==> src/logic/tcc_map.vh <==
// register offsets, field positions and reset values of the timer slice
`ifndef TCC_MAP_VH
`define TCC_MAP_VH

// ****************************************************************
// register byte offsets
// ****************************************************************
`define TCC_OFF_MODE 8'h18
`define TCC_OFF_ENABLE 8'h20
`define TCC_OFF_COUNT 8'h24
`define TCC_OFF_DIV 8'h28
`define TCC_OFF_RELOAD 8'h2C
`define TCC_OFF_CAP1 8'h30
`define TCC_OFF_CAP2 8'h34

// ****************************************************************
// field positions
// ****************************************************************
`define TCC_CH1_DIR_LSB 0
`define TCC_CH1_DIV_LSB 2
`define TCC_CH2_DIR_LSB 8
`define TCC_CH2_DIV_LSB 10
`define TCC_CH1_EN_BIT 0
`define TCC_CH1_POL_BIT 1
`define TCC_CH2_EN_BIT 4
`define TCC_CH2_POL_BIT 5

// ****************************************************************
// writable masks and reset values
// ****************************************************************
`define TCC_MODE_MASK 16'h0F0F
`define TCC_ENABLE_MASK 16'h0033
`define TCC_RST_ZERO 16'h0000
`define TCC_RST_RELOAD 16'hFFFF
`define TCC_DIR_OUTPUT 2'h0
`define TCC_DIR_PIN_ONE 2'h1

`endif

==> src/logic/tcc_sync.v <==
// three-stage synchroniser with agreement filter for one pin input
`timescale 1ns/100ps
module tcc_sync (
	input wire clk_sys_i,
	input wire sys_rst_i,
	input wire pin_i,
	output wire level_o
);
	reg meta_r;
	reg s2_r;
	reg s3_r;
	reg level_r;

	// a change counts only once the second and third stage agree
	always @(posedge clk_sys_i) begin
		if (sys_rst_i) begin
			meta_r <= 1'b0;
			s2_r <= 1'b0;
			s3_r <= 1'b0;
			level_r <= 1'b0;
		end else begin
			meta_r <= pin_i;
			s2_r <= meta_r;
			s3_r <= s2_r;
			if (s2_r == s3_r) begin
				level_r <= s3_r;
			end
		end
	end

	assign level_o = level_r;
endmodule

==> src/logic/tcc_timer.v <==
// two-channel timer slice: channel config, counter, prescaler, apb slave
`timescale 1ns/100ps
`include "tcc_map.vh"

// Behaviour
// - ch2 direction field [9:8] = 00 makes channel 2 an output.
// - direction code 01 makes channel an input fed from input pin one.
// - direction code 10 or 11 makes channel an input fed from pin two.
// - ch1 direction field at mode bits [1:0], read/write, resets zero.
// - ch1 capture divider at mode bits [3:2], read/write, resets zero.
// - capture divider 00/01/10/11 captures every 1/2/4/8 edges.
// - capture event count clears while the channel enable bit is zero.
// - enable register bit 5 is channel 2 polarity, read/write, reset zero.
// - channel 2 output driven only while enable bit 4 is set.
// - enable register bit 1 is channel 1 polarity, read/write, reset zero.
// - channel 1 output driven only while enable bit 0 is set.
// - counter register reads live count, write loads it, resets zero.
// - counter clocks at input rate divided by divider value plus one.
// - counter wraps at reload value (reset all ones); stops when zero.
module tcc_timer (
	input wire clk_sys_i,
	input wire sys_rst_i,
	input wire psel_i,
	input wire penable_i,
	input wire pwrite_i,
	input wire [7:0] paddr_i,
	input wire [31:0] pwdata_i,
	output wire [31:0] prdata_o,
	output wire pready_o,
	output wire pslverr_o,
	input wire timer_input_one_i,
	input wire timer_input_two_i,
	output wire ch1_out_o,
	output wire ch1_out_en_o,
	output wire ch2_out_o,
	output wire ch2_out_en_o
);

	// ****************************************************************
	// functions
	// ****************************************************************

	// pick the capture source for a channel from its direction code
	function f_src;
		input [1:0] dir;
		input lvl_one;
		input lvl_two;
		begin
			if (dir == `TCC_DIR_PIN_ONE) begin
				f_src = lvl_one;
			end else begin
				f_src = lvl_two;
			end
		end
	endfunction

	// true when the edge count has reached the divider's terminal value
	function f_div_hit;
		input [1:0] div;
		input [2:0] cnt;
		begin
			case (div)
			2'h0: f_div_hit = 1'b1;
			2'h1: f_div_hit = (cnt[0] == 1'b1);
			2'h2: f_div_hit = (cnt[1:0] == 2'h3);
			2'h3: f_div_hit = (cnt == 3'h7);
			default: f_div_hit = 1'b1;
			endcase
		end
	endfunction

	// address decode, shared by read and write paths
	function f_mapped;
		input [7:0] addr;
		begin
			case (addr)
			`TCC_OFF_MODE, `TCC_OFF_ENABLE, `TCC_OFF_COUNT,
			`TCC_OFF_DIV, `TCC_OFF_RELOAD, `TCC_OFF_CAP1,
			`TCC_OFF_CAP2: f_mapped = 1'b1;
			default: f_mapped = 1'b0;
			endcase
		end
	endfunction

	// ****************************************************************
	// registers
	// ****************************************************************
	reg [15:0] mode_r;
	reg [15:0] channel_enable_polarity_r;
	reg [15:0] counter_value_r;
	reg [15:0] counter_clock_divider_r;
	reg [15:0] reload_value_r;
	reg [15:0] psc_cnt_r;
	reg [31:0] prdata_r;
	reg pready_r;
	reg pslverr_r;

	wire [1:0] tin_lvl;
	wire [31:0] cap_val_w;
	wire [1:0] out_w;
	wire [1:0] out_en_w;

	wire setup_w;
	wire wr_w;
	wire tick_w;
	wire run_w;
	wire wrap_w;
	wire [3:0] dir_all;
	wire [3:0] div_all;
	wire [1:0] en_all;
	wire [1:0] pol_all;

	assign setup_w = psel_i & ~penable_i;
	// a write takes effect only at the edge that completes the access
	assign wr_w = psel_i & penable_i & pwrite_i & pready_r;

	assign dir_all = {mode_r[`TCC_CH2_DIR_LSB+1:`TCC_CH2_DIR_LSB],
		mode_r[`TCC_CH1_DIR_LSB+1:`TCC_CH1_DIR_LSB]};
	assign div_all = {mode_r[`TCC_CH2_DIV_LSB+1:`TCC_CH2_DIV_LSB],
		mode_r[`TCC_CH1_DIV_LSB+1:`TCC_CH1_DIV_LSB]};
	assign en_all = {channel_enable_polarity_r[`TCC_CH2_EN_BIT],
		channel_enable_polarity_r[`TCC_CH1_EN_BIT]};
	assign pol_all = {channel_enable_polarity_r[`TCC_CH2_POL_BIT],
		channel_enable_polarity_r[`TCC_CH1_POL_BIT]};

	// ****************************************************************
	// pin input synchronisers
	// ****************************************************************
	genvar g;
	generate
		for (g = 0; g < 2; g = g + 1) begin : g_sync
			tcc_sync u_sync (
				.clk_sys_i(clk_sys_i),
				.sys_rst_i(sys_rst_i),
				.pin_i(g == 0 ? timer_input_one_i : timer_input_two_i),
				.level_o(tin_lvl[g])
			);
		end
	endgenerate

	// ****************************************************************
	// apb slave and software registers
	// ****************************************************************

	// pready is registered: the access phase always lasts one cycle
	always @(posedge clk_sys_i) begin
		if (sys_rst_i) begin
			pready_r <= 1'b0;
			pslverr_r <= 1'b0;
			prdata_r <= 32'h0000_0000;
		end else if (setup_w) begin
			pready_r <= 1'b1;
			pslverr_r <= ~f_mapped(paddr_i);
			prdata_r <= 32'h0000_0000;
			if (!pwrite_i) begin
				case (paddr_i)
				`TCC_OFF_MODE: prdata_r[15:0] <= mode_r;
				`TCC_OFF_ENABLE: begin
					prdata_r[15:0] <= channel_enable_polarity_r;
				end
				`TCC_OFF_COUNT: prdata_r[15:0] <= counter_value_r;
				`TCC_OFF_DIV: prdata_r[15:0] <= counter_clock_divider_r;
				`TCC_OFF_RELOAD: prdata_r[15:0] <= reload_value_r;
				`TCC_OFF_CAP1: prdata_r[15:0] <= cap_val_w[15:0];
				`TCC_OFF_CAP2: prdata_r[15:0] <= cap_val_w[31:16];
				default: prdata_r <= 32'h0000_0000;
				endcase
			end
		end else begin
			pready_r <= 1'b0;
			pslverr_r <= 1'b0;
		end
	end

	always @(posedge clk_sys_i) begin
		if (sys_rst_i) begin
			mode_r <= `TCC_RST_ZERO;
			channel_enable_polarity_r <= `TCC_RST_ZERO;
			counter_clock_divider_r <= `TCC_RST_ZERO;
			reload_value_r <= `TCC_RST_RELOAD;
		end else if (wr_w) begin
			case (paddr_i)
			`TCC_OFF_MODE: mode_r <= pwdata_i[15:0] & `TCC_MODE_MASK;
			`TCC_OFF_ENABLE: begin
				// reserved positions stay zero
				channel_enable_polarity_r <=
					pwdata_i[15:0] & `TCC_ENABLE_MASK;
			end
			`TCC_OFF_DIV: counter_clock_divider_r <= pwdata_i[15:0];
			`TCC_OFF_RELOAD: reload_value_r <= pwdata_i[15:0];
			default: mode_r <= mode_r;
			endcase
		end
	end

	// ****************************************************************
	// prescaler and counter
	// ****************************************************************
	assign tick_w = (psc_cnt_r == counter_clock_divider_r);
	assign run_w = (reload_value_r != 16'h0000);
	assign wrap_w = tick_w & run_w & (counter_value_r >= reload_value_r);

	// a divider change is seen at the next terminal count or compare
	always @(posedge clk_sys_i) begin
		if (sys_rst_i) begin
			psc_cnt_r <= 16'h0000;
		end else if (tick_w || psc_cnt_r > counter_clock_divider_r) begin
			psc_cnt_r <= 16'h0000;
		end else begin
			psc_cnt_r <= psc_cnt_r + 16'h0001;
		end
	end

	// a software write to the counter wins over a tick in the same cycle
	always @(posedge clk_sys_i) begin
		if (sys_rst_i) begin
			counter_value_r <= `TCC_RST_ZERO;
		end else if (wr_w && paddr_i == `TCC_OFF_COUNT) begin
			counter_value_r <= pwdata_i[15:0];
		end else if (wrap_w) begin
			counter_value_r <= 16'h0000;
		end else if (tick_w && run_w) begin
			counter_value_r <= counter_value_r + 16'h0001;
		end
	end

	// ****************************************************************
	// capture / output channels
	// ****************************************************************
	generate
		for (g = 0; g < 2; g = g + 1) begin : g_ch
			reg src_prev_r;
			reg [2:0] evt_cnt_r;
			reg [15:0] cap_r;
			reg toggle_r;
			reg out_r;
			reg out_en_r;
			wire [1:0] dir;
			wire [1:0] div;
			wire src;
			wire is_out;
			wire edge_seen;

			assign dir = dir_all[2*g+1:2*g];
			assign div = div_all[2*g+1:2*g];
			assign src = f_src(dir, tin_lvl[0], tin_lvl[1]);
			assign is_out = (dir == `TCC_DIR_OUTPUT);
			// polarity 0 captures rising edges, 1 falling edges
			assign edge_seen = !is_out &&
				((src & ~src_prev_r) ^ (pol_all[g] & (src ^ src_prev_r)));

			always @(posedge clk_sys_i) begin
				if (sys_rst_i) begin
					src_prev_r <= 1'b0;
					evt_cnt_r <= 3'h0;
					cap_r <= 16'h0000;
				end else begin
					src_prev_r <= src;
					if (!en_all[g]) begin
						evt_cnt_r <= 3'h0;
					end else if (edge_seen) begin
						if (f_div_hit(div, evt_cnt_r)) begin
							evt_cnt_r <= 3'h0;
							cap_r <= counter_value_r;
						end else begin
							evt_cnt_r <= evt_cnt_r + 3'h1;
						end
					end
				end
			end

			// output waveform toggles on each counter wrap
			always @(posedge clk_sys_i) begin
				if (sys_rst_i) begin
					toggle_r <= 1'b0;
					out_r <= 1'b0;
					out_en_r <= 1'b0;
				end else begin
					if (wrap_w) begin
						toggle_r <= ~toggle_r;
					end
					out_en_r <= is_out & en_all[g];
					if (is_out && en_all[g]) begin
						out_r <= toggle_r ^ pol_all[g];
					end else begin
						out_r <= 1'b0;
					end
				end
			end

			assign cap_val_w[16*g+15:16*g] = cap_r;
			assign out_w[g] = out_r;
			assign out_en_w[g] = out_en_r;
		end
	endgenerate

	// ****************************************************************
	// outputs
	// ****************************************************************
	assign prdata_o = prdata_r;
	assign pready_o = pready_r;
	assign pslverr_o = pslverr_r;
	assign ch1_out_o = out_w[0];
	assign ch1_out_en_o = out_en_w[0];
	assign ch2_out_o = out_w[1];
	assign ch2_out_en_o = out_en_w[1];

endmodule

==> config.mk <==
export PLATFORM = sky130hd
export DESIGN_NAME = tcc_timer
export DESIGN_NICKNAME = d
export VERILOG_FILES = /design/src/logic/tcc_sync.v /design/src/logic/tcc_timer.v
export VERILOG_INCLUDE_DIRS = /design/src /design/src/logic
export SDC_FILE = /design/constraint.sdc
export NUM_CORES = 1
export LEC_CHECK = 0
export BUFFER_PORTS_ARGS = -buffer_cell sky130_fd_sc_hd__clkbuf_2
export CAP_MARGIN = 20
export CORE_MARGIN = 10
export CORE_UTILIZATION = 53
export CTS_CLUSTER_SIZE = 25
export DETAILED_ROUTE_END_ITERATION = 8
export PLACE_DENSITY = 0.77
export SETUP_SLACK_MARGIN = 0.4
export SYNTH_ARGS = -nofsm -noshare
export SYNTH_HDL_FRONTEND = slang
export SYNTH_SLANG_ARGS = --single-unit
==> constraint.sdc <==
create_clock -name clk_sys_i -period 3.2 [get_ports clk_sys_i]
set_input_delay 0.96 -clock clk_sys_i [delete_from_list [all_inputs] [get_ports clk_sys_i]]
set_output_delay 0.96 -clock clk_sys_i [all_outputs]
set_load 0.1 [all_outputs]
# After elaboration in Yosys (flattened, before gate mapping)
# Cells that the tools add are included.
[totals] register_bits=164 out_inout_bits=38
[op_classes] n_addsub=4 n_lt_le_gt_ge=2 n_eq_ne=22 mux=21 bitwise_logic=29 n_reduce_logical=28
[ops] cell="$pmux 16 s7" count=1
[ops] cell="$mux 16" count=4
[ops] cell="$eq 8x6->1 const B" count=6
[ops] cell="$add 16x1->16 const B" count=2
[ops] cell="$eq 16x16->1" count=1
[ops] cell="$ge 16x16->1" count=1
[ops] cell="$gt 16x16->1" count=1
[ops] cell="$reduce_bool 16->1" count=1
[ops] cell="$and 1x1->1" count=12
[ops] cell="$eq 2x2->1 const B" count=6
[ops] cell="$mux 1" count=12
[ops] cell="$reduce_or 2->1" count=6
[ops] cell="$not 1->1" count=11
[ops] cell="$eq 2x1->1 const B" count=4
[ops] cell="$eq 8x5->1 const B" count=1
[ops] cell="$logic_not 2->1" count=4
[ops] cell="$pmux 1 s4" count=2
[ops] cell="$reduce_and 2->1" count=4
[ops] cell="$reduce_or 7->1" count=1
[ops] cell="$add 3x1->3 const B" count=2
[ops] cell="$eq 3x3->1 const B" count=2
[ops] cell="$logic_and 1x1->1" count=6
[ops] cell="$mux 3" count=2
[ops] cell="$reduce_and 3->1" count=2
[ops] cell="5 further kinds" count=12

# Logic depth before layout (Yosys ltp)
[depth] word_depth=10 depth_mapped=10 ltp_nobuf=9

# Modules after synthesis
# From an unflattened synthesis, not the netlist that was laid out.
[hier_totals] cells_unflattened=877 area_unflattened_um2=7484.7
[by_module_without_submodules] module="tcc_timer" n_inst=1 cells_each=857 area_each_um2=7259.5 seq_area_each_um2=2802.7
[by_module_without_submodules] module="tcc_sync" n_inst=2 cells_each=10 area_each_um2=112.6 seq_area_each_um2=80.1

# Worst setup path before layout
# OpenSTA, ideal clock, no wires.
[synth_path] path_kind="input -> register" startpoint="input port paddr_i[4]" endpoint="register counter_value_r[13]" arrival_ps=2607 required_ps=3084 setup_slack_ps=477 stages=8 n_path_buf=2 path_cell_list="buf_6 or4b_4 or4_4 buf_6 o21ai_4 nor4_1 o21ai_1 nand2_1"
[synth_via] elab_chain_cells=3 elab_cells_between_ends=4 classes_between="eq/ne (1); mux (1); reduce/logical (2)"
[synth_rtl] element="from (decl)" line="tcc_timer.v:26" text="input wire [7:0] paddr_i,"
[synth_rtl] element="$eq 8x6->1 *"
[synth_rtl] element="$logic_and 1x1->1 (no source line) *"
[synth_rtl] element="$reduce_bool 3->1 (no source line) / $mux 16 (equally long branches)"
[synth_rtl] element="to (signal assigned)" line="tcc_timer.v:217" text="counter_value_r <= `TCC_RST_ZERO;"
[synth_rtl] element="to (signal assigned)" line="tcc_timer.v:219" text="counter_value_r <= pwdata_i[15:0];"
[synth_rtl] element="to (signal assigned)" line="tcc_timer.v:223" text="counter_value_r <= counter_value_r + 16'h0001;"
[synth_rtl] element="to (decl)" line="tcc_timer.v:90" text="reg [15:0] counter_value_r;"
# Mark *: on every way between the ends. The rest lies on a longest branch, timed or not.
# A chain may end at the register's enable or synchronous reset.

# Final worst setup path
[layout_path] startpoint="register counter_value_r[11]" endpoint="register counter_value_r[12]"
[layout_via] elab_chain_cells=4 elab_cells_between_ends=7 classes_between="add/sub (1); order compare (1); mux (3); bitwise (1); reduce/logical (1)"
[layout_rtl] element="$add 16x1->16 / $ge 16x16->1 (equally long branches)" line="tcc_timer.v:223, tcc_timer.v:201"
[layout_rtl] element="$mux 16 / $and 1x1->1 (equally long branches)" line="tcc_timer.v:222, tcc_timer.v:201"
[layout_rtl] element="$mux 16" line="tcc_timer.v:220" text="end else if (wrap_w) begin"
[layout_rtl] element="$mux 16" line="tcc_timer.v:218" text="end else if (wr_w && paddr_i == `TCC_OFF_COUNT) begin"
# Several ways; a longest one is shown, not always the timed one. The select of a mux whose other input is x is not followed.

==> results.txt <==
----------------------------------------------------
[Outcome]
  Run status ... complete, no violations

[Hold path]
  Path class of the lowest-slack min-delay path ... register to register
  Destination of the worst hold path ... g_sync[1].u_sync.s2_r
  Cell depth of the worst hold path ... 1
  Launch point of the worst hold path ... g_sync[1].u_sync.meta_r

[Clock network]
  Clock-pin slew on the worst setup and hold paths ... 60 ps
  Num Clock Sinks ... 148
  Clock tree from TritonCTS ... built
  Clock buffer count from CTS ... 17
  Count of H-tree levels built during CTS ... 4
  Clk Latency, worst-skew pair ... 420 ps
  Root buffer selected by CTS ... clkbuf_16
  CTS Buffer Depth ... 2

[Global route]
  Busiest grt layer ... met2
  Global routing usage on met1 ... 26.4%
  Antenna violations before repair ... 0
  Global-route track usage on met2 ... 34.9%
  Overall Global Routing Usage ... 21.1%
  Via count of the first global-routing pass ... 6635
  Met3 routing resource usage after global routing ... 4.94%
  Gr ovfl total ... 0
  Largest net degree at the start of global routing ... 66
  First-pass GRT wire length ... 33900 um

[Floorplan]
  Initial Util ... 53.7%
  Standard cell core area ... 14400 um2
  Overall die area ... 19800 um2
  Horizontal die dimension ... 141 um
  Io pins ... 85
  Height of the die ... 141 um
  Site row count ... 44

[Logic synthesis]
  Number of library cell types mapped by synthesis ... 62
  Number of warnings printed during yosys synthesis ... 0
  List of most frequent post-synthesis cells ... dfxtp_1 (148), nand2_1 (140), nor2_1 (92)
  FFs w/ async S/R, synth ... 0%
  Cell Area, Synth ... 7710 um2
  Most used flip-flop cell after synthesis ... dfxtp_1
  Cell taking the most area after synthesis ... dfxtp_1
  Share of the synthesized area in the top cell type ... 38.4%
  Per-instance average area after synthesis ... 8.36 um2
  Post-synthesis sequential element count ... 148
  Share of synthesized area occupied by flip-flops and latches ... 38.4%
  Top area cells in the synthesized netlist ... dfxtp_1 (38%), nand2_1 (6.8%), ha_1 (6.5%)
  Synthesized instance count ... 922
  Dominant cell by count in the synthesized netlist ... dfxtp_1
  Number of flops mapped to enable cells by yosys ... 0

[Critical path]
  Worst-path fanout max ... 8
  CP startpoint kind ... register
  CP endpoint kind ... register
  Max stage delay cell, worst path ... or4_1
  Crit path largest cell delay ... 670 ps
  Capture instance of the worst register-to-register path ... counter_value_r[12]
  Worst R2R Setup Slack ... 620 ps
  Data required time at the worst endpoint ... 3540 ps
  Kind of critical path ... register to register
  Depth of the worst register-to-register path ... 8
  Critical R2R Launch ... counter_value_r[11]
  CP Data Arrival Time ... 2930 ps
  Critical path, cell by cell ... ha_1 > a21oi_1 > nor2_1 > or4_1 > o31ai_4 > buf_4 > o211ai_1 > a21oi_1
  Most common cell on crit path ... a21oi_1

[Finish]
  NumNets Final ... 1066
  Fraction of final layout cells sized beyond drive strength 1 ... 13.5%
  Final std cell area, no fill ... 8730 um2
  Filler cell count in the final layout ... 1244
  Count of antenna diodes in the layout ... 0
  Post-synthesis to final-layout area growth ... 13.2%
  Finished Layout Cells ... 1173
  Final cell utilization of the core ... 60.8%

[STA]
  Setup WS post-layout ... 615 ps
  Number of hold violations in the final report ... 0
  Worst slew margin relative to its limit ... 53.4%
  Final worst-path cycle share ... 80.8%
  Actual transition at the worst max-transition pin ... 699 ps
  Slew Viols, Final ... 0
  Clock period minus final worst setup slack ... 2580 ps
  Setup-violating endpoint count in the final report ... 0
  Worst-case hold slack ... 441 ps
  Peak clock frequency supported by timing ... 0.387 GHz
  RSZ-0062 raised after global routing ... no
  Worst Skew ... 8.63 ps
  Setup total negative slack ... 0 ps

[Power]
  Final Total Pwr ... 3.93 mW
  Design internal power ... 3.01 mW
  Sw Share ... 23.4%
  Proportion of power drawn by combinational gates ... 6.2%
  Share of power burned in registers ... 47.2%
  Worst IR Drop VDD ... 0.414 mV
  Proportion of power drawn by the clock network ... 46.6%
  Leakage power ... 3.30 nW
  Power per Cell Area ... 450 nW/um2
  Switching Power ... 0.918 mW

[Placement]
  Post-place setup slack ... 282 ps
  Cell count after placement ... 1142
  Count of buffers from port buffering ... 52
  Standard cell area after detailed placement ... 8180 um2
  Total half-perimeter wirelength after legalization and detailed placement ... 15400 um
  GPL Wtd Cong ... 0.908

[Route]
  Wire length per cell after detailed routing ... 18.1 um
  Number of detailed-routing iterations run before antenna repair ... 7
  Final ANT Viol Nets ... 0
  Iteration-0 DRC Markers ... 628
  DRC ... 0
  Total via count after detailed routing ... 6936
  Ratio of routed vias to standard cells ... 5.91
  Wirelength, routed ... 21200 um

[Run]
  Max-capacitance violation count ... 0

----------------------------------------------------
kinds of logic (layout without fill, tap and decap cells):
| group | Yosys count | in the layout | share of synthesized area [%] |
|---|---|---|---|
| and+or+nand+nor | 356 | 356 | 23.1 |
| AOI/OAI and AO/OA | 203 | 203 | 17.1 |
| DFF | 148 | 148 | 38.4 |
| buffers and inverters | 109 | 161 | 6.72 |
| muxes | 45 | 45 | 5.87 |
| adders and majority gates | 40 | 40 | 6.49 |
| xor gates and xnor gates | 20 | 20 | 2.27 |
| other | 1 | 16 | 0.0486 |
worst max path at each step:
stage,start,to,slack [ps],depth (start not counted)
detailed placement,paddr_i[7],counter_value_r[8],280,8
floorplan,paddr_i[4],counter_value_r[13],480,8
CTS,counter_value_r[11],counter_value_r[12],460,7
global placement,paddr_i[1],counter_value_r[12],310,7
global route,mode_r[8],g_ch[1].cap_r[1],410,10
finish,counter_value_r[11],counter_value_r[12],620,8
layer usage:
| metal | routed length, um | share of wire (%) |
|---|---|---|
| met2 | 10100 | 48 |
| met5 | 0 | 0 |
| met4 | 403 | 1.9 |
| met1 | 8950 | 42 |
| met3 | 1720 | 8.1 |
area by class of cell:
cell class | instances | area (um2) | share of cell area, %
clock buffer | 25 | 485 | 5.56
clock inverter | 4 | 50.0 | 0.573
inverter | 46 | 173 | 1.98
multi-input combinational | 680 | 4300 | 49.2
sequential | 148 | 2960 | 33.9
tap | 184 | 230 | 2.64
timing repair buffer | 86 | 534 | 6.12
cells in the final DEF (no fill, tap or decap), drive strengths merged, types with 4 or more instances in the layout:
master,instances
a21oi,67
a22o,4
a22oi,39
a31oi,7
and2,5
and3,4
buf,35
clkbuf,76
conb,16
dfxtp,148
ha,40
inv,46
mux2i,43
nand2,140
nand2b,5
nand3,21
nand4,16
nor2,93
nor2b,11
nor3,16
nor3b,6
nor4,21
o211ai,30
o21a,5
o21ai,33
o31a,4
o31ai,4
xnor2,14
xor2,6
critical path, delay by kind of cell (launching register included):
kind | cells | cell delay [ps]
AO/OA/AOI/OAI | 4 | 730
AND/OR/NAND/NOR | 2 | 720
flip-flops | 1 | 530
adder cells (fa/ha/maj) | 1 | 310
buffers and inverters | 1 | 210
power groups by stage:
stage               logic [mW]  clock network, mW  registers, mW
floorplan                0.170                  0           1.90
global placement         0.235                  0           1.90
detailed placement       0.236                  0           1.90
CTS                      0.238               1.85           1.86
global route             0.252               1.92           1.86
finish                   0.242               1.83           1.86
registers in the layout (all words and copies together), names as in the netlist, 2 cells and up:
| name | flops |
|---|---|
| counter_value_r | 16 |
| g_ch.toggle_r | 2 |
| g_sync.u_sync.meta_r | 2 |
| g_ch.cap_r | 32 |
| mode_r | 8 |
| g_sync.u_sync.s3_r | 2 |
| g_ch.evt_cnt_r | 6 |
| reload_value_r | 16 |
| channel_enable_polarity_r | 4 |
| g_sync.u_sync.s2_r | 2 |
| g_sync.u_sync.level_o | 2 |
| prdata_o | 16 |
| psc_cnt_r | 16 |
| counter_clock_divider_r | 16 |
| g_ch.src_prev_r | 2 |
what timing repair did:
item	CTS	global route
gates resized for setup	0	1
endpoints found under the setup margin	0	13
hold buffers	0	0
setup buffers	0	2
(Power assumes the default switching activity.)
